## src/acmsp_regs.vh

```
/*
 * Register indices, field positions and reset values of the
 * acceleration sensor serial register port.
 * Included by the port's top design file and by its testbench.
 */
`ifndef ACMSP_REGS_VH
`define ACMSP_REGS_VH

// Register indices on the serial port, six bits wide
`define ACMSP_IDX_DEVICE_IDENTITY   6'h0f
`define ACMSP_IDX_CONTROL_ONE       6'h20
`define ACMSP_IDX_CONTROL_TWO       6'h21
`define ACMSP_IDX_CONTROL_THREE     6'h22
`define ACMSP_IDX_HIGHPASS_RESET    6'h23
`define ACMSP_IDX_SAMPLE_STATUS     6'h27
`define ACMSP_IDX_X_AXIS_SAMPLE     6'h29
`define ACMSP_IDX_Y_AXIS_SAMPLE     6'h2b
`define ACMSP_IDX_Z_AXIS_SAMPLE     6'h2d
`define ACMSP_IDX_EVENT_CONFIG_A    6'h30
`define ACMSP_IDX_EVENT_SOURCE_A    6'h31
`define ACMSP_IDX_EVENT_THRESH_A    6'h32
`define ACMSP_IDX_EVENT_DUR_A       6'h33
`define ACMSP_IDX_EVENT_CONFIG_B    6'h34
`define ACMSP_IDX_EVENT_SOURCE_B    6'h35
`define ACMSP_IDX_EVENT_THRESH_B    6'h36
`define ACMSP_IDX_EVENT_DUR_B       6'h37

// Reset values
`define ACMSP_RST_CONTROL_ONE       8'h07
`define ACMSP_RST_CONTROL_TWO       8'h00
`define ACMSP_RST_CONTROL_THREE     8'h00
`define ACMSP_RST_EVENT             8'h00
`define ACMSP_RST_DUMMY             8'h00

// Identity value, arbitrary
`define ACMSP_IDENTITY_VALUE        8'h5a

// Fields of control_two
`define ACMSP_BIT_THREE_WIRE        7
`define ACMSP_BIT_BOOT              6

// Command byte layout
`define ACMSP_CMD_DIR_BIT           7
`define ACMSP_CMD_INC_BIT           6

// Serial timing: last bit position in a byte, link clock period
`define ACMSP_BYTE_LAST_BIT         3'h7
`define ACMSP_LINK_CLK_PERIOD_NS    400

`endif

```

## src/acmsp_port.v

```verilog
/*
 * Serial peripheral slave port of a three-axis acceleration sensor
 * with its register map. The link clock is sampled by clk_sys and
 * its edges found here; it must be slower than a quarter of clk_sys.
 * Assumes the measurement chain supplies samples, status and event
 * sources, and takes the control registers and strobes given out.
 * Assumes chip select stays high for at least four clk_sys cycles
 * between frames and the interface-mode bit changes only between
 * frames. Read bytes are fetched one block ahead, so a source
 * strobe fires when its byte is loaded, even if the master ends
 * the frame before clocking it out.
 */
`timescale 1ns/100ps
`include "acmsp_regs.vh"

// Functional notes
// - Drive on falling, sample on rising edge
// - Sixteen periods plus whole eight-period blocks
// - Bit zero starts at first falling edge
// - Direction bit; read data driven from bit eight
// - Increment flag chooses fixed or advancing index
// - Six-bit register index, MSB first
// - One data byte, MSB first
// - Each extra block carries one more byte
// - Interface-mode bit set selects three-wire
// - Three-wire mode keeps single and multi reads
// - Register map at documented indices
// - Trim reload at power-up, boot-loaded untouched
// - Mode bit zero uses separate output pin
// - Three-wire read data on shared pin
module acmsp_port (
	input  wire       clk_sys,
	input  wire       srst,
	// Serial link pins
	input  wire       chip_select_n,
	input  wire       serial_port_clock,
	input  wire       serial_data_in,
	output wire       serial_data_in_drive,
	output wire       serial_data_in_oe,
	output wire       serial_data_out,
	output wire       serial_data_out_oe,
	// Measurement chain side
	input  wire [7:0] sample_status,
	input  wire [7:0] x_axis_sample,
	input  wire [7:0] y_axis_sample,
	input  wire [7:0] z_axis_sample,
	input  wire [7:0] motion_event_source_a,
	input  wire [7:0] motion_event_source_b,
	output reg  [7:0] control_one,
	output wire [7:0] control_two,
	output reg  [7:0] control_three,
	output reg  [7:0] motion_event_config_a,
	output reg  [7:0] motion_event_threshold_a,
	output reg  [7:0] motion_event_duration_a,
	output reg  [7:0] motion_event_config_b,
	output reg  [7:0] motion_event_threshold_b,
	output reg  [7:0] motion_event_duration_b,
	output reg        trim_reload,
	output reg        highpass_reset_strobe,
	output reg        source_a_read_strobe,
	output reg        source_b_read_strobe
);

	// Synchronised pins and link clock edges
	wire [2:0] pins_sync;
	wire       cs_n_s;
	wire       sclk_s;
	wire       sdi_s;
	reg        sclk_d;
	wire       sclk_rise;
	wire       sclk_fall;
	wire       frame_active;

	// Receive side and command decode
	reg  [6:0] rx_shift;
	wire [7:0] rx_byte;
	reg  [2:0] bit_pos;
	reg        cmd_done;
	reg        dir_read;
	reg        index_increment_flag;
	reg  [5:0] reg_index;
	wire [5:0] next_index;
	wire       byte_end;
	wire       load_read;

	// Transmit side and pin enables
	reg  [5:0] read_addr;
	reg  [7:0] read_data;
	reg  [7:0] tx_shift;
	reg        tx_bit;
	reg        drive_dedicated;
	reg        drive_shared;

	// Register state
	reg  [7:0] control_two_store;
	reg        boot_pending;
	wire       three_wire_select;

	// Pins cross into clk_sys through two flip-flops
	acmsp_sync #(
		.WIDTH   (3),
		.RST_VAL (3'h7)
	) u_sync (
		.clk_sys  (clk_sys),
		.srst     (srst),
		.async_in ({chip_select_n, serial_port_clock, serial_data_in}),
		.sync_out (pins_sync)
	);

	assign cs_n_s = pins_sync[2];
	assign sclk_s = pins_sync[1];
	assign sdi_s  = pins_sync[0];

	// Edge detector on the synchronised link clock
	always @(posedge clk_sys) begin
		if (srst) begin
			sclk_d <= 1'b1;
		end else begin
			sclk_d <= sclk_s;
		end
	end

	// Frame and link clock edges, gated by chip select
	assign frame_active = ~cs_n_s;
	assign sclk_rise    = frame_active & sclk_s & ~sclk_d;
	assign sclk_fall    = frame_active & ~sclk_s & sclk_d;

	// Received byte and the rising edge that ends it
	assign rx_byte      = {rx_shift, sdi_s};
	assign byte_end     = sclk_rise & (bit_pos == `ACMSP_BYTE_LAST_BIT);

	// Byte to load for reading: after a read command, then every block
	assign load_read    = byte_end & (cmd_done ? dir_read : rx_byte[`ACMSP_CMD_DIR_BIT]);

	// Index of the next block, fixed or advancing
	assign next_index = index_increment_flag ? reg_index + 6'h01 : reg_index;

	// Mode bit and boot status as seen by software
	assign three_wire_select = control_two_store[`ACMSP_BIT_THREE_WIRE];
	assign control_two = {control_two_store[7], boot_pending, control_two_store[5:0]};

	// Address of the byte to load for the coming read block
	always @* begin
		if (cmd_done) begin
			read_addr = next_index;
		end else begin
			read_addr = rx_byte[5:0];
		end
	end

	// Read multiplexer over the register map
	always @* begin
		case (read_addr)
		`ACMSP_IDX_DEVICE_IDENTITY: read_data = `ACMSP_IDENTITY_VALUE;
		`ACMSP_IDX_CONTROL_ONE:     read_data = control_one;
		`ACMSP_IDX_CONTROL_TWO:     read_data = control_two;
		`ACMSP_IDX_CONTROL_THREE:   read_data = control_three;
		`ACMSP_IDX_HIGHPASS_RESET:  read_data = `ACMSP_RST_DUMMY;
		`ACMSP_IDX_SAMPLE_STATUS:   read_data = sample_status;
		`ACMSP_IDX_X_AXIS_SAMPLE:   read_data = x_axis_sample;
		`ACMSP_IDX_Y_AXIS_SAMPLE:   read_data = y_axis_sample;
		`ACMSP_IDX_Z_AXIS_SAMPLE:   read_data = z_axis_sample;
		`ACMSP_IDX_EVENT_CONFIG_A:  read_data = motion_event_config_a;
		`ACMSP_IDX_EVENT_SOURCE_A:  read_data = motion_event_source_a;
		`ACMSP_IDX_EVENT_THRESH_A:  read_data = motion_event_threshold_a;
		`ACMSP_IDX_EVENT_DUR_A:     read_data = motion_event_duration_a;
		`ACMSP_IDX_EVENT_CONFIG_B:  read_data = motion_event_config_b;
		`ACMSP_IDX_EVENT_SOURCE_B:  read_data = motion_event_source_b;
		`ACMSP_IDX_EVENT_THRESH_B:  read_data = motion_event_threshold_b;
		`ACMSP_IDX_EVENT_DUR_B:     read_data = motion_event_duration_b;
		default:                    read_data = 8'h00;
		endcase
	end

	// Command decode, bit counting and receive shifting
	always @(posedge clk_sys) begin
		if (srst) begin
			rx_shift             <= 7'h00;
			bit_pos              <= 3'h0;
			cmd_done             <= 1'b0;
			dir_read             <= 1'b0;
			index_increment_flag <= 1'b0;
			reg_index            <= 6'h00;
		end else if (!frame_active) begin
			bit_pos  <= 3'h0;
			cmd_done <= 1'b0;
		end else if (sclk_rise) begin
			rx_shift <= rx_byte[6:0];
			bit_pos  <= bit_pos + 3'h1;
			if (bit_pos == `ACMSP_BYTE_LAST_BIT) begin
				cmd_done <= 1'b1;
				if (!cmd_done) begin
					dir_read             <= rx_byte[`ACMSP_CMD_DIR_BIT];
					index_increment_flag <= rx_byte[`ACMSP_CMD_INC_BIT];
					reg_index            <= rx_byte[5:0];
				end else begin
					reg_index <= next_index;
				end
			end
		end
	end

	// Read data shifting, launched on falling edges from bit eight
	always @(posedge clk_sys) begin
		if (srst) begin
			tx_shift <= 8'h00;
			tx_bit   <= 1'b0;
		end else if (load_read) begin
			tx_shift <= read_data;
		end else if (sclk_fall && cmd_done && dir_read) begin
			tx_bit   <= tx_shift[7];
			tx_shift <= {tx_shift[6:0], 1'b0};
		end
	end

	// Pin enables from flip-flops, steered by the mode bit
	always @(posedge clk_sys) begin
		if (srst) begin
			drive_dedicated <= 1'b0;
			drive_shared    <= 1'b0;
		end else if (!frame_active) begin
			drive_dedicated <= 1'b0;
			drive_shared    <= 1'b0;
		end else if (sclk_fall && cmd_done && dir_read) begin
			drive_dedicated <= ~three_wire_select;
			drive_shared    <= three_wire_select;
		end
	end

	// Strobes to the measurement chain when a read byte is loaded
	always @(posedge clk_sys) begin
		if (srst) begin
			highpass_reset_strobe <= 1'b0;
			source_a_read_strobe  <= 1'b0;
			source_b_read_strobe  <= 1'b0;
		end else begin
			highpass_reset_strobe <= 1'b0;
			source_a_read_strobe  <= 1'b0;
			source_b_read_strobe  <= 1'b0;
			if (load_read) begin
				highpass_reset_strobe <= (read_addr == `ACMSP_IDX_HIGHPASS_RESET);
				source_a_read_strobe  <= (read_addr == `ACMSP_IDX_EVENT_SOURCE_A);
				source_b_read_strobe  <= (read_addr == `ACMSP_IDX_EVENT_SOURCE_B);
			end
		end
	end

	// Register writes; read-only and reserved indices fall through
	always @(posedge clk_sys) begin
		if (srst) begin
			control_one              <= `ACMSP_RST_CONTROL_ONE;
			control_two_store        <= `ACMSP_RST_CONTROL_TWO;
			control_three            <= `ACMSP_RST_CONTROL_THREE;
			motion_event_config_a    <= `ACMSP_RST_EVENT;
			motion_event_threshold_a <= `ACMSP_RST_EVENT;
			motion_event_duration_a  <= `ACMSP_RST_EVENT;
			motion_event_config_b    <= `ACMSP_RST_EVENT;
			motion_event_threshold_b <= `ACMSP_RST_EVENT;
			motion_event_duration_b  <= `ACMSP_RST_EVENT;
		end else if (byte_end && cmd_done && !dir_read) begin
			case (reg_index)
			`ACMSP_IDX_CONTROL_ONE:    control_one              <= rx_byte;
			`ACMSP_IDX_CONTROL_TWO:    control_two_store        <= rx_byte;
			`ACMSP_IDX_CONTROL_THREE:  control_three            <= rx_byte;
			`ACMSP_IDX_EVENT_CONFIG_A: motion_event_config_a    <= rx_byte;
			`ACMSP_IDX_EVENT_THRESH_A: motion_event_threshold_a <= rx_byte;
			`ACMSP_IDX_EVENT_DUR_A:    motion_event_duration_a  <= rx_byte;
			`ACMSP_IDX_EVENT_CONFIG_B: motion_event_config_b    <= rx_byte;
			`ACMSP_IDX_EVENT_THRESH_B: motion_event_threshold_b <= rx_byte;
			`ACMSP_IDX_EVENT_DUR_B:    motion_event_duration_b  <= rx_byte;
			default: ;
			endcase
		end
	end

	// Trim reload after reset and on a boot request; bit self-clears
	always @(posedge clk_sys) begin
		if (srst) begin
			boot_pending <= 1'b1;
			trim_reload  <= 1'b0;
		end else if (byte_end && cmd_done && !dir_read &&
			     reg_index == `ACMSP_IDX_CONTROL_TWO &&
			     rx_byte[`ACMSP_BIT_BOOT]) begin
			boot_pending <= 1'b1;
			trim_reload  <= 1'b0;
		end else begin
			boot_pending <= 1'b0;
			trim_reload  <= boot_pending;
		end
	end

	// Pin steering by the interface-mode bit
	assign serial_data_out      = tx_bit;
	assign serial_data_out_oe   = drive_dedicated;
	assign serial_data_in_drive = tx_bit;
	assign serial_data_in_oe    = drive_shared;

endmodule // acmsp_port

```

## src/acmsp_sync.v

```verilog
/*
 * Two flip-flop synchroniser for a group of pin inputs.
 * Assumes the inputs are asynchronous to clk_sys; the outputs
 * are usable by any logic in the clk_sys domain.
 */
`timescale 1ns/100ps

module acmsp_sync #(
	parameter WIDTH   = 3,
	parameter RST_VAL = 3'h7
) (
	input  wire             clk_sys,
	input  wire             srst,
	input  wire [WIDTH-1:0] async_in,
	output wire [WIDTH-1:0] sync_out
);

	reg [WIDTH-1:0] stage_one;
	reg [WIDTH-1:0] stage_two;

	// First stage feeds only the second
	always @(posedge clk_sys) begin
		if (srst) begin
			stage_one <= RST_VAL;
			stage_two <= RST_VAL;
		end else begin
			stage_one <= async_in;
			stage_two <= stage_one;
		end
	end

	assign sync_out = stage_two;

endmodule // acmsp_sync

```

## config.mk

```make
export PLATFORM = sky130hd
export DESIGN_NAME = acmsp_port
export DESIGN_NICKNAME = d
export VERILOG_FILES = /design/src/acmsp_port.v /design/src/acmsp_sync.v
export VERILOG_INCLUDE_DIRS = /design/src /design/src/src
export SDC_FILE = /design/constraint.sdc
export NUM_CORES = 1
export LEC_CHECK = 0
export ABC_CLOCK_PERIOD_IN_PS = 3900
export BUFFER_PORTS_ARGS = -buffer_cell sky130_fd_sc_hd__buf_2
export CAP_MARGIN = 5
export CORE_ASPECT_RATIO = 1.4
export CORE_MARGIN = 3
export CORE_UTILIZATION = 52
export CTS_CLUSTER_DIAMETER = 150
export DETAILED_ROUTE_END_ITERATION = 8
export GPL_ROUTABILITY_DRIVEN = 1
export PLACE_DENSITY = 0.77
export RECOVER_POWER = 50
export SYNTH_ARGS = -nofsm -noshare
export SYNTH_HDL_FRONTEND = slang
export SYNTH_HIERARCHICAL = 1
export SYNTH_SLANG_ARGS = --single-unit
```

## constraint.sdc

```tcl
create_clock -name clk_sys -period 3.9 [get_ports clk_sys]
set_input_delay 1.17 -clock clk_sys [delete_from_list [all_inputs] [get_ports clk_sys]]
set_output_delay 1.17 -clock clk_sys [all_outputs]
set_load 0.005 [all_outputs]
```

== After elaboration in Yosys (flattened, before gate mapping) ==
Cells that the tools add are included.
W data, S select, Z words.

* $add $sub $neg: 2
* Equal/unequal tests: 27
* Multiply operators: 0
* Order comparisons: 0
* Muxes and demuxes: 7
* Shift operators: 0
* Reduce and logical (&&, ||, !) cells: 25
* Bitwise operators: 12
* Div/mod/pow operators: 0

{| class="wikitable"
|+ Operators by type and width
! cell !! number
|-
| $eq A6 B6 Y1 const B || 25
|-
| $pmux W8 S16 || 1
|-
| $reduce_and A2 Y1 || 12
|-
| $mux W8 || 2
|-
| $mux W6 || 2
|-
| $add A6 B1 Y6 const B || 1
|-
| $and A1 B1 Y1 || 6
|-
| $eq A6 B4 Y1 const B || 1
|-
| $logic_and A1 B1 Y1 || 6
|-
| $not A1 Y1 || 6
|-
| $reduce_or A2 Y1 || 3
|-
| $reduce_and A4 Y1 || 1
|-
| $add A3 B1 Y3 const B || 1
|-
| $eq A3 B3 Y1 const B || 1
|-
| $reduce_and A3 Y1 || 1
|-
| $mux W1 || 2
|-
| $reduce_bool A2 Y1 || 1
|-
| $logic_not A1 Y1 || 1
|}

* Latch bits: 0
* Flip-flop bits (word level): 114
* Memory bits (writable): 0
* Memories kept: 0
* ROM bits: 0
* Logic and storage cells: 100

== Longest topological paths before layout ==
Gate-level depths: netlist (run 1).

* Depth in word-level cells: 9
* Depth in mapped cells: 11
* Mapped depth without buffers: 9

== Modules after synthesis ==
The synthesis (run 1) kept the hierarchy.

{| class="wikitable"
|+ Modules (own cells, without submodules)
! module !! cells an instance !! area an instance (µm²) !! sequential area each (µm²) !! times used
|-
| acmsp_port || 685 || 5693.0 || 2142.1 || 1
|-
| acmsp_sync || 12 || 157.7 || 120.1 || 1
|}

== Worst setup path before layout (run 1) ==
No wires, ideal clock.

* Path kind: reg-to-reg
* Start: register reg_index[0]
* End: register tx_shift[0]
* Arrival: 2374 ps
* Stages on the path, launching flop included: 12
* Slack: 1456 ps
* Clock period less this slack: 2444 ps
* Library setup time: 70 ps
* Data required time: 3830 ps
* Path buffers: 3
* Cell sequence: dfxtp_1 -> ha_1 -> buf_2 -> and4_2 -> mux2_2 -> a311oi_2 -> buf_4 -> buf_4 -> a22oi_1 -> o21ai_0 -> a21oi_1 -> a21oi_1

* Word-level cells in the longest chain between the ends: 6

{| class="wikitable"
|+ RTL lines
! element !! RTL line !! RTL
|-
| start: declaration || acmsp_port.v:81 || <nowiki>reg [5:0] reg_index;</nowiki>
|-
| start signal: assignment || acmsp_port.v:195 || <nowiki>reg_index <= rx_byte[5:0];</nowiki>
|-
| start signal: assignment || acmsp_port.v:197 || <nowiki>reg_index <= next_index;</nowiki>
|-
| $add A6 B1 Y6 || acmsp_port.v:136 || <nowiki>assign next_index = index_increment_flag ? reg_index + 6'h01 : reg_index;</nowiki>
|-
| $mux W6 (*) || acmsp_port.v:136 ||
|-
| $mux W6 (*) || acmsp_port.v:144 || <nowiki>if (cmd_done) begin</nowiki>
|-
| $eq A6 B6 Y1 / $eq A6 B4 Y1 (equally long branches) || acmsp_port.v:153 || <nowiki>case (read_addr)</nowiki>
|-
| $pmux W8 S16 (*) || acmsp_port.v:153 ||
|-
| $mux W8 (*) || acmsp_port.v:208 || <nowiki>end else if (load_read) begin</nowiki>
|-
| end signal: assignment || acmsp_port.v:209 || <nowiki>tx_shift <= read_data;</nowiki>
|-
| end signal: assignment || acmsp_port.v:212 || <nowiki>tx_shift <= {tx_shift[6:0], 1'b0};</nowiki>
|-
| end: declaration || acmsp_port.v:89 || <nowiki>reg [7:0] tx_shift;</nowiki>
|}

Every way passes the cells marked *; elsewhere a longest branch is shown, timed or not.
A chain may end at the register's enable or synchronous reset.

== Worst setup path in the final report (run 1) ==
* Start: input srst
* End: register motion_event_threshold_b[2]

{| class="wikitable"
|+ RTL lines
! element !! RTL line !! RTL
|-
| start: declaration || acmsp_port.v:33 || <nowiki>input wire srst,</nowiki>
|-
| end signal: assignment || acmsp_port.v:258 || <nowiki>motion_event_threshold_b <= `ACMSP_RST_EVENT;</nowiki>
|-
| end signal: assignment || acmsp_port.v:269 || <nowiki>`ACMSP_IDX_EVENT_THRESH_B: motion_event_threshold_b <= rx_byte;</nowiki>
|-
| end: declaration || acmsp_port.v:56 || <nowiki>output reg [7:0] motion_event_threshold_b,</nowiki>
|}

No word-level cell between the ends.

==> out/results.md, run 1 <==
| Group | Parameter | Value |
| --- | --- | --- |
| outcome | Status | completed |
| drt | Detailed-route DRC error count | 0 |
| pwr | Power density cells | 389 nW/um^2 |
| pwr | Internal power consumption | 2.13 mW |
| synthesis | Warnings, synthesis | 6 |
| cts | Post-CTS resize count | 0 |
| timing | Hold violation count in the final report | 0 |
| worst setup path | Required time worst endpoint | 4180 ps |
| flow run | Reported max-cap violation count | 0 |
| cts | Clk sink count | 113 |
| drt | Final wirelength | 21800 um |
| pwr | Part of the power in registers | 42.0% |
| cts | Maximum clock path buffer count | 2 |
| timing | Minimum setup slack in the final design | 598 ps |
| layout | Final net count | 871 |
| placement | DP Wirelength | 15900 um |
| synthesis | Top post-synthesis cells by count | sky130_fd_sc_hd__dfxtp_1, sky130_fd_sc_hd__nand2_1, sky130_fd_sc_hd__a21oi_1 |
| cts | Latest clock arrival within the worst-skew pair | 420 ps |
| drt | Detailed-route wire length per cell | 22.5 um |
| worst setup path | Worst path cell trace | clkbuf_1 -> clkbuf_1 -> buf_4 -> nor2_1 |
| placement | Port Buffer Count | 132 |
| synthesis | Largest cells by area after synthesis | sky130_fd_sc_hd__dfxtp_1, sky130_fd_sc_hd__a21oi_1, sky130_fd_sc_hd__mux2i_1 |
| pwr | Static leakage power | 2.81 nW |
| timing | Tightest Pin Transition | 1330 ps |
| drt | Count of antenna-violating nets left after detailed routing | 0 |
| placement | Gp weighted congestion | 1.02 |
| cts | Number of buffers added by the clock tree synthesis step | 17 |
| cts | Root Buffer Master | sky130_fd_sc_hd__clkbuf_16 |
| worst setup path | Crit path top cell by count | sky130_fd_sc_hd__clkbuf_1 |
| timing | Total Negative Setup Slacks | 0 ps |
| floorplanning | Count of pins on the block boundary | 133 |
| grt | Overall global routing resource usage | 34.6% |
| synthesis | Number of synthesized flops with an enable pin | 0 |
| cts | Clk slew on worst S/H paths | 60 ps |
| placement | Worst slack at placement | 701 ps |
| timing | Setup repair after global routing missed its margin | no |
| cts | Post CTS Setup Buffer Count | 0 |
| layout | Final design instance area without fill | 7120 um^2 |
| pwr | Comb power frac | 2.6% |
| timing | Share of the cycle needed by the critical path after routing | 84.7% |
| floorplanning | Die X | 95.6 um |
| timing | Setup Viol. Count Final | 0 |
| worst setup path | Crit-path max cell delay | 1040 ps |
| layout | Number of diodes | 0 |
| synthesis | Post-Syn Area per Cell | 8.39 um^2 |
| worst setup path | Total buffers and inverters traversed by the critical path | 3 |
| layout | Filler-free cell count of the finished design | 966 |
| timing | Timing-limited maximum frequency | 0.303 GHz |
| grt | Number of global-route vias before repair | 5758 |
| synthesis | Count of state elements after synthesis | 113 |
| grt | Largest net degree at the start of global routing | 62 |
| placement | Placed insts | 934 |
| grt | First-pass GRT wire length | 32800 um |
| synthesis | Top cell type's share of synthesized area | 38.7% |
| floorplanning | Overall die area | 12600 um^2 |
| worst setup path | Highest fanout seen on the critical path | 61 |
| timing | Final Skew | 9.96 ps |
| synthesis | Most used flip-flop cell after synthesis | sky130_fd_sc_hd__dfxtp_1 |
| worst setup path | Crit-path slowest cell | sky130_fd_sc_hd__clkbuf_1 |
| worst setup path | Crit path DAT | 3580 ps |
| worst setup path | Worst setup slack for register-to-register paths | 620 ps |
| timing | Time the final worst path needs with I/O delays and setup | 3300 ps |
| floorplanning | Effective utilization at floorplan | 53.6% |
| layout | Area growth, synth to finish | 21.7% |
| synthesis | Unique masters post-synth | 74 |
| timing | Final Max Tran Viols | 0 |
| pwr | Total power | 2.77 mW |
| drt | Initial detailed-routing violation count | 639 |
| synthesis | Syn nets | 756 |
| pwr | Switching power summed over all nets | 636 uW |
| synthesis | Fraction of registers with async set/reset | 0% |
| min path | Min-Delay Path Class | flip-flop to flip-flop |
| worst setup path | Sort of element at the end of the critical path | flip-flop |
| floorplanning | Core outline area | 10900 um^2 |
| placement | Placed cell area | 6580 um^2 |
| synthesis | Fraction of the yosys area taken by sequential cells | 38.7% |
| cts | Total of hold buffers inserted after clock tree synthesis | 0 |
| drt | DR pass1 iterations | 6 |
| floorplanning | Chip height | 132 um |
| synthesis | Gate count of the mapped netlist | 697 |
| floorplanning | Cell row count | 45 |
| drt | Post-DR vias/cell | 6.38 |
| grt | Overflow left after global routing | 0 |
| pwr | Sw frac | 23.0% |
| synthesis | Cell type with the highest aggregate area in the netlist | sky130_fd_sc_hd__dfxtp_1 |
| worst setup path | Sort of element at the start of the critical path | input port |
| synthesis | Leading cell type by number of instances after synthesis | sky130_fd_sc_hd__dfxtp_1 |
| pwr | Clock power frac | 55.4% |
| drt | Total via count in the routed design | 6164 |
| timing | Relative slew margins | 11.3% |
| cts | CTS H-Tree Depth | 4 |
| layout | Proportion of layout cells with a drive suffix above 1 | 23.0% |
| pwr | Worst vdd rail ir drop | 0.261 mV |
| worst setup path | Crit path max-delay family | buffers and inverters |
| worst setup path | Classification of the worst setup path | input port to flip-flop |
| cts | TritonCTS clock tree | built |
| grt | Initial antenna violation count | 0 |
| synthesis | Synthesized cell area | 5850 um^2 |
==> cell usage in the layout, fill, tap and decap left out, drive strengths merged, types with 8 or more instances in the layout <==
cell    instances
dfxtp         113
clkbuf         49
nor3            8
and2           12
a221oi         10
a22oi          23
a21oi          88
nor2           59
nand3          57
or2             9
o21ai           9
buf           119
a211oi          8
nand2         102
mux2i          40
a22o           11
==> registers in the layout, indices dropped and copies added (netlist names), 3 cells and up <==
name / count
rx_shift: 7
motion_event_config_a: 8
motion_event_config_b: 8
motion_event_duration_b: 8
tx_shift: 8
u_sync/sync_out: 3
bit_pos: 3
reg_index: 6
u_sync/stage_one: 3
motion_event_duration_a: 8
control_two_store: 7
motion_event_threshold_a: 8
motion_event_threshold_b: 8
control_one: 8
control_three: 8
==> power by group through the flow <==
stage | registers [mW] | clock network [mW] | logic (mW)
floorplan | 1.19 | 0 | 0.0323
CTS | 1.16 | 1.54 | 0.0703
finish | 1.16 | 1.53 | 0.0708
global placement | 1.19 | 0 | 0.0699
global route | 1.16 | 1.60 | 0.0752
detailed placement | 1.19 | 0 | 0.0698
==> cell type report <==
| class | count | area [um^2] |
|---|---|---|
| Tap cell | 141 | 176 |
| Clock buffer | 18 | 429 |
| Timing Repair Buffer | 150 | 752 |
| Inverter | 5 | 18.8 |
| Fill cell | 956 | 3800 |
| Multi-Input combinational cell | 525 | 3320 |
| Clock inverter | 14 | 158 |
| Sequential cell | 113 | 2260 |
==> kinds of logic after synthesis <==
family                   count (synthesis)  synth area share, %
AND/OR/NAND/NOR                        285                 24.7
multiplexers                            46                 8.06
flip-flops                             113                 38.7
buffers and inverters                   59                 4.64
XOR/XNOR                                 3                0.449
AO/OA/AOI/OAI                          185                 22.2
adder cells (fa/ha/maj)                  6                 1.28
==> worst reg2reg max path: stages, from the launching register on <==
cell,delay (ps)
sky130_fd_sc_hd__dfxtp_1,480
sky130_fd_sc_hd__ha_1,580
sky130_fd_sc_hd__and4_2,340
sky130_fd_sc_hd__mux2_2,370
sky130_fd_sc_hd__a311oi_2,190
sky130_fd_sc_hd__buf_4,320
sky130_fd_sc_hd__and2_0,420
sky130_fd_sc_hd__a222oi_1,160
sky130_fd_sc_hd__and4_1,220
sky130_fd_sc_hd__a31oi_1,130
==> metal layers <==
layer | vias to the layer above | wire length [um] | GRT usage (%)
met1 | 2900 | 8520 | 44.5
met5 | - | 0 | 0
met3 | 80 | 2060 | 7.62
met4 | 0 | 1080 | 17.6
li1 | 2769 | - | -
met2 | 415 | 10100 | 53.5
==> worst paths after layout <==
path	depth (start not counted)	to	from
worst max-delay path	4	motion_event_threshold_b[2]	srst
worst max register to register	9	tx_shift[5]	reg_index[0]
worst min-delay path	1	u_sync/sync_out[1]	u_sync/stage_one[1]
worst min register to register	1	u_sync/sync_out[1]	u_sync/stage_one[1]
==> stage by stage <==
| stage | hold slack, ps | util (%) |
|---|---|---|
| final | 416 | 65.2 |
| after global placement | 395 | 60.2 |
| after global routing | 442 | 65.2 |
| after detailed placement | 395 | 60.2 |
| after CTS | 420 | 65.6 |
| after floorplan | 383 | - |
Note: power is estimated with default switching activity, not from simulation.
==> inputs of run 2 (changes only) <==
Settings changed: ABC_AREA from default to 1, ABC_CLOCK_PERIOD_IN_PS 3900 to 3460, PLACE_DENSITY 0.77 to 0.78.
Clock period 3.9 ns to 3.46 ns, I/O delays scaled along.
==> out/results.md, run 2 <==
| Group | Parameter | Value | Change |
| --- | --- | --- | --- |
| outcome | Status | complete, but fails checks |  |
| outcome | Violations in the final reports | capacitance limit, slew limit |  |
| flow run | Reported max-cap violation count | 1 | +1 |
| synthesis | Top cell type's share of synthesized area | 39.7% | +0.99 points |
| synthesis | Fraction of the yosys area taken by sequential cells | 39.7% | +0.99 points |
| floorplanning | Die X | 94.5 um | -1.2% |
| timing | Hold violation count in the final report | 0 | unchanged |
| layout | Number of diodes | 0 | unchanged |
| cts | Post-CTS resize count | 0 | unchanged |
| grt | Overall global routing resource usage | 29.2% | -5.4 points |
| timing | Final Skew | 5.30 ps | -4.66 ps |
| worst setup path | Crit path DAT | 3270 ps | -310 ps |
| layout | Final net count | 978 | +12% |
| pwr | Clock power frac | 54.6% | -0.8 points |
| worst setup path | Beginning of the worst register-to-register path | reg_index[1] |  |
| min path | Critical hold path startpoint | u_sync/stage_one[0] |  |
| timing | Final Max Tran Viols | 50 | +50 |
| worst setup path | Worst setup slack for register-to-register paths | 560 ps | -60 ps |
| timing | Relative slew margins | -22.9% | -34 points |
| cts | Total of hold buffers inserted after clock tree synthesis | 0 | unchanged |
| floorplanning | Cell row count | 44 | -2.2% |
| layout | Most common cell after layout, fill and taps aside | sky130_fd_sc_hd__nand2_1 |  |
| grt | Largest net degree at the start of global routing | 56 | -9.7% |
| synthesis | Syn nets | 864 | +14% |
| drt | Count of antenna-violating nets left after detailed routing | 0 | unchanged |
| layout | Most used cells in the layout excluding fill and tap cells | sky130_fd_sc_hd__nand2_1, sky130_fd_sc_hd__nand3_1, sky130_fd_sc_hd__dfxtp_1 |  |
| pwr | Worst vdd rail ir drop | 0.336 mV | +29% |
| worst setup path | Highest fanout seen on the critical path | 49 | -20% |
| worst setup path | Required time worst endpoint | 3780 ps | -400 ps |
| floorplanning | Chip height | 130 um | -1.2% |
| pwr | Internal power consumption | 2.39 mW | +12% |
| synthesis | Cell type with the highest aggregate area in the netlist | sky130_fd_sc_hd__dfxtp_1 |  |
| worst setup path | Classification of the worst setup path | input port to flip-flop |  |
| layout | Proportion of layout cells with a drive suffix above 1 | 17.0% | -6.1 points |
| pwr | Static leakage power | 3.08 nW | +9.6% |
| cts | Clk sink count | 113 | unchanged |
| timing | Setup repair after global routing missed its margin | no |  |
| drt | DR pass1 iterations | 7 | +1 |
| worst setup path | Number of cells on the worst reg-to-reg path | 14 | +5 |
| cts | Latest clock arrival within the worst-skew pair | 410 ps | about the same |
| synthesis | Leading cell type by number of instances after synthesis | sky130_fd_sc_hd__nand2_1 |  |
| pwr | Part of the power in registers | 42.6% | +0.6 points |
| pwr | Total power | 3.08 mW | +11% |
| timing | Tightest Pin Transition | 1840 ps | +512 ps |
| cts | TritonCTS clock tree | built |  |
| synthesis | Post-Syn Area per Cell | 7.09 um^2 | -16% |
| drt | Final wirelength | 17900 um | -18% |
| timing | Time the final worst path needs with I/O delays and setup | 2950 ps |  |
| placement | Gp weighted congestion | 0.948 | -7.0% |
| timing | Setup Viol. Count Final | 0 | unchanged |
| timing | Timing-limited maximum frequency | 0.339 GHz |  |
| pwr | Comb power frac | 2.8% | +0.2 points |
| worst setup path | Reg-to-reg critical path endpoint | tx_shift[2] |  |
| floorplanning | Overall die area | 12300 um^2 | -2.4% |
| synthesis | Warnings, synthesis | 6 | unchanged |
| layout | Area growth, synth to finish | 19.9% |  |
| cts | CTS H-Tree Depth | 4 | unchanged |
| synthesis | Largest cells by area after synthesis | sky130_fd_sc_hd__dfxtp_1, sky130_fd_sc_hd__nand3_1, sky130_fd_sc_hd__nand2_1 |  |
| synthesis | Top post-synthesis cells by count | sky130_fd_sc_hd__nand2_1, sky130_fd_sc_hd__nand3_1, sky130_fd_sc_hd__dfxtp_1 |  |
| cts | Maximum clock path buffer count | 2 | unchanged |
| cts | Post CTS Setup Buffer Count | 0 | unchanged |
| synthesis | Gate count of the mapped netlist | 805 | +15% |
| cts | Number of buffers added by the clock tree synthesis step | 17 | unchanged |
| synthesis | Count of state elements after synthesis | 113 | unchanged |
| cts | Clk slew on worst S/H paths | 50 ps | about the same |
| grt | First-pass GRT wire length | 27500 um | -16% |
| min path | Min-Delay Path Class | flip-flop to flip-flop |  |
| layout | Final design instance area without fill | 6840 um^2 | -4.0% |
| placement | DP Wirelength | 12600 um | -21% |
| floorplanning | Effective utilization at floorplan | 54.2% | +0.69 points |
| grt | Overflow left after global routing | 0 | unchanged |
| pwr | Switching power summed over all nets | 689 uW | +8.3% |
| drt | Total via count in the routed design | 5941 | -3.6% |
| synthesis | Most used flip-flop cell after synthesis | sky130_fd_sc_hd__dfxtp_1 |  |
| drt | Initial detailed-routing violation count | 509 | -20% |
| synthesis | Number of synthesized flops with an enable pin | 0 | unchanged |
| min path | Number of stages on the worst hold path | 2 | +1 |
| placement | Placed cell area | 6340 um^2 | -3.6% |
| worst setup path | Sort of element at the end of the critical path | flip-flop |  |
| floorplanning | Count of pins on the block boundary | 133 | unchanged |
| pwr | Power density cells | 450 nW/um^2 | +16% |
| floorplanning | Core outline area | 10500 um^2 | -3.7% |
| layout | Count of filler cells inserted in the layout | 984 | +2.9% |
| grt | Number of global-route vias before repair | 5377 | -6.6% |
| synthesis | Synthesized cell area | 5700 um^2 | -2.5% |
| placement | Port Buffer Count | 132 | unchanged |
| timing | Share of the cycle needed by the critical path after routing | 85.2% |  |
| min path | Worst hold endpoint | u_sync/sync_out[0] |  |
| pwr | Sw frac | 22.4% | -0.57 points |
| timing | Total Negative Setup Slacks | 0 ps | unchanged |
| grt | Initial antenna violation count | 0 | unchanged |
| drt | Detailed-route DRC error count | 0 | unchanged |
| drt | Detailed-route wire length per cell | 16.8 um | -26% |
| synthesis | Unique masters post-synth | 35 | -53% |
| drt | Post-DR vias/cell | 5.55 | -13% |
| synthesis | Fraction of registers with async set/reset | 0% | unchanged |
| worst setup path | Sort of element at the start of the critical path | input port |  |
| cts | Root Buffer Master | sky130_fd_sc_hd__clkbuf_16 |  |
==> run 2: changes by cell type after synthesis, moves of 22 or more <==
cell and delta:
sky130_fd_sc_hd__nand3_1 +71, sky130_fd_sc_hd__nand2_1 +34, sky130_fd_sc_hd__o21ai_0 +69, sky130_fd_sc_hd__mux2i_1 -40, sky130_fd_sc_hd__inv_1 +70, sky130_fd_sc_hd__a22oi_1 -22
==> run 2: final cells by class <==
type | count | area [um^2] | area share, %
clock inverter | 11 | 104 | 1.52
clock buffer | 21 | 470 | 6.88
inverter | 83 | 312 | 4.56
sequential | 113 | 2260 | 33.1
multi-input combinational | 566 | 2870 | 42.0
tap | 138 | 173 | 2.53
timing repair buffer | 138 | 642 | 9.39
==> run 2: worst max-delay path by stage <==
stage | start | endpoint | slack [ps] | cells after the start
after floorplan | reg_index[0] | tx_shift[4] | 1470 | 15
after global placement | reg_index[1] | tx_shift[7] | 750 | 14
after detailed placement | reg_index[1] | tx_shift[7] | 670 | 14
after CTS | reg_index[1] | tx_shift[2] | 610 | 14
after global routing | srst | motion_event_duration_b[1] | 280 | 5
final | srst | motion_event_duration_a[1] | 510 | 5
==> run 2: cells by family after synthesis <==
group / share of synthesized area [%]
simple gates: 31.1
flops: 39.7
buf+inv: 9.96
compound gates: 17.9
fa+ha+maj: 1.32
==> run 2: power groups by stage <==
stage                     logic [mW]  registers (mW)  clock network [mW]
final                         0.0856            1.31                1.68
after global routing          0.0937            1.31                1.75
after CTS                     0.0870            1.31                1.68
after detailed placement      0.0861            1.34                   0
after global placement        0.0865            1.34                   0
after floorplan               0.0431            1.34                   0
==> run 2: per-layer routing <==
metal | GRT usage (%) | wire length (um)
met5 | 0 | 0
met4 | 13.5 | 629
met3 | 5.13 | 1300
met2 | 48.5 | 8910
met1 | 36.8 | 7110
==> run 2: worst max-delay path, stage by stage <==
cell and delay [ps]:
sky130_fd_sc_hd__clkbuf_1 80, sky130_fd_sc_hd__clkinv_1 170, sky130_fd_sc_hd__clkbuf_1 1340, sky130_fd_sc_hd__o21ai_0 360
sky130_fd_sc_hd__a21oi_1 260
==> run 2: per-stage QoR <==
step | hold slack [ps] | util, % | cells | setup WS, ps
floorplan | 387 | - | 805 | 1470
global placement | 392 | 60.3 | 1038 | 754
detailed placement | 395 | 60.3 | 1038 | 670
CTS | 412 | 65.7 | 1070 | 611
global route | 450 | 65.0 | 1070 | 283
finish | 410 | 65.0 | 1070 | 513
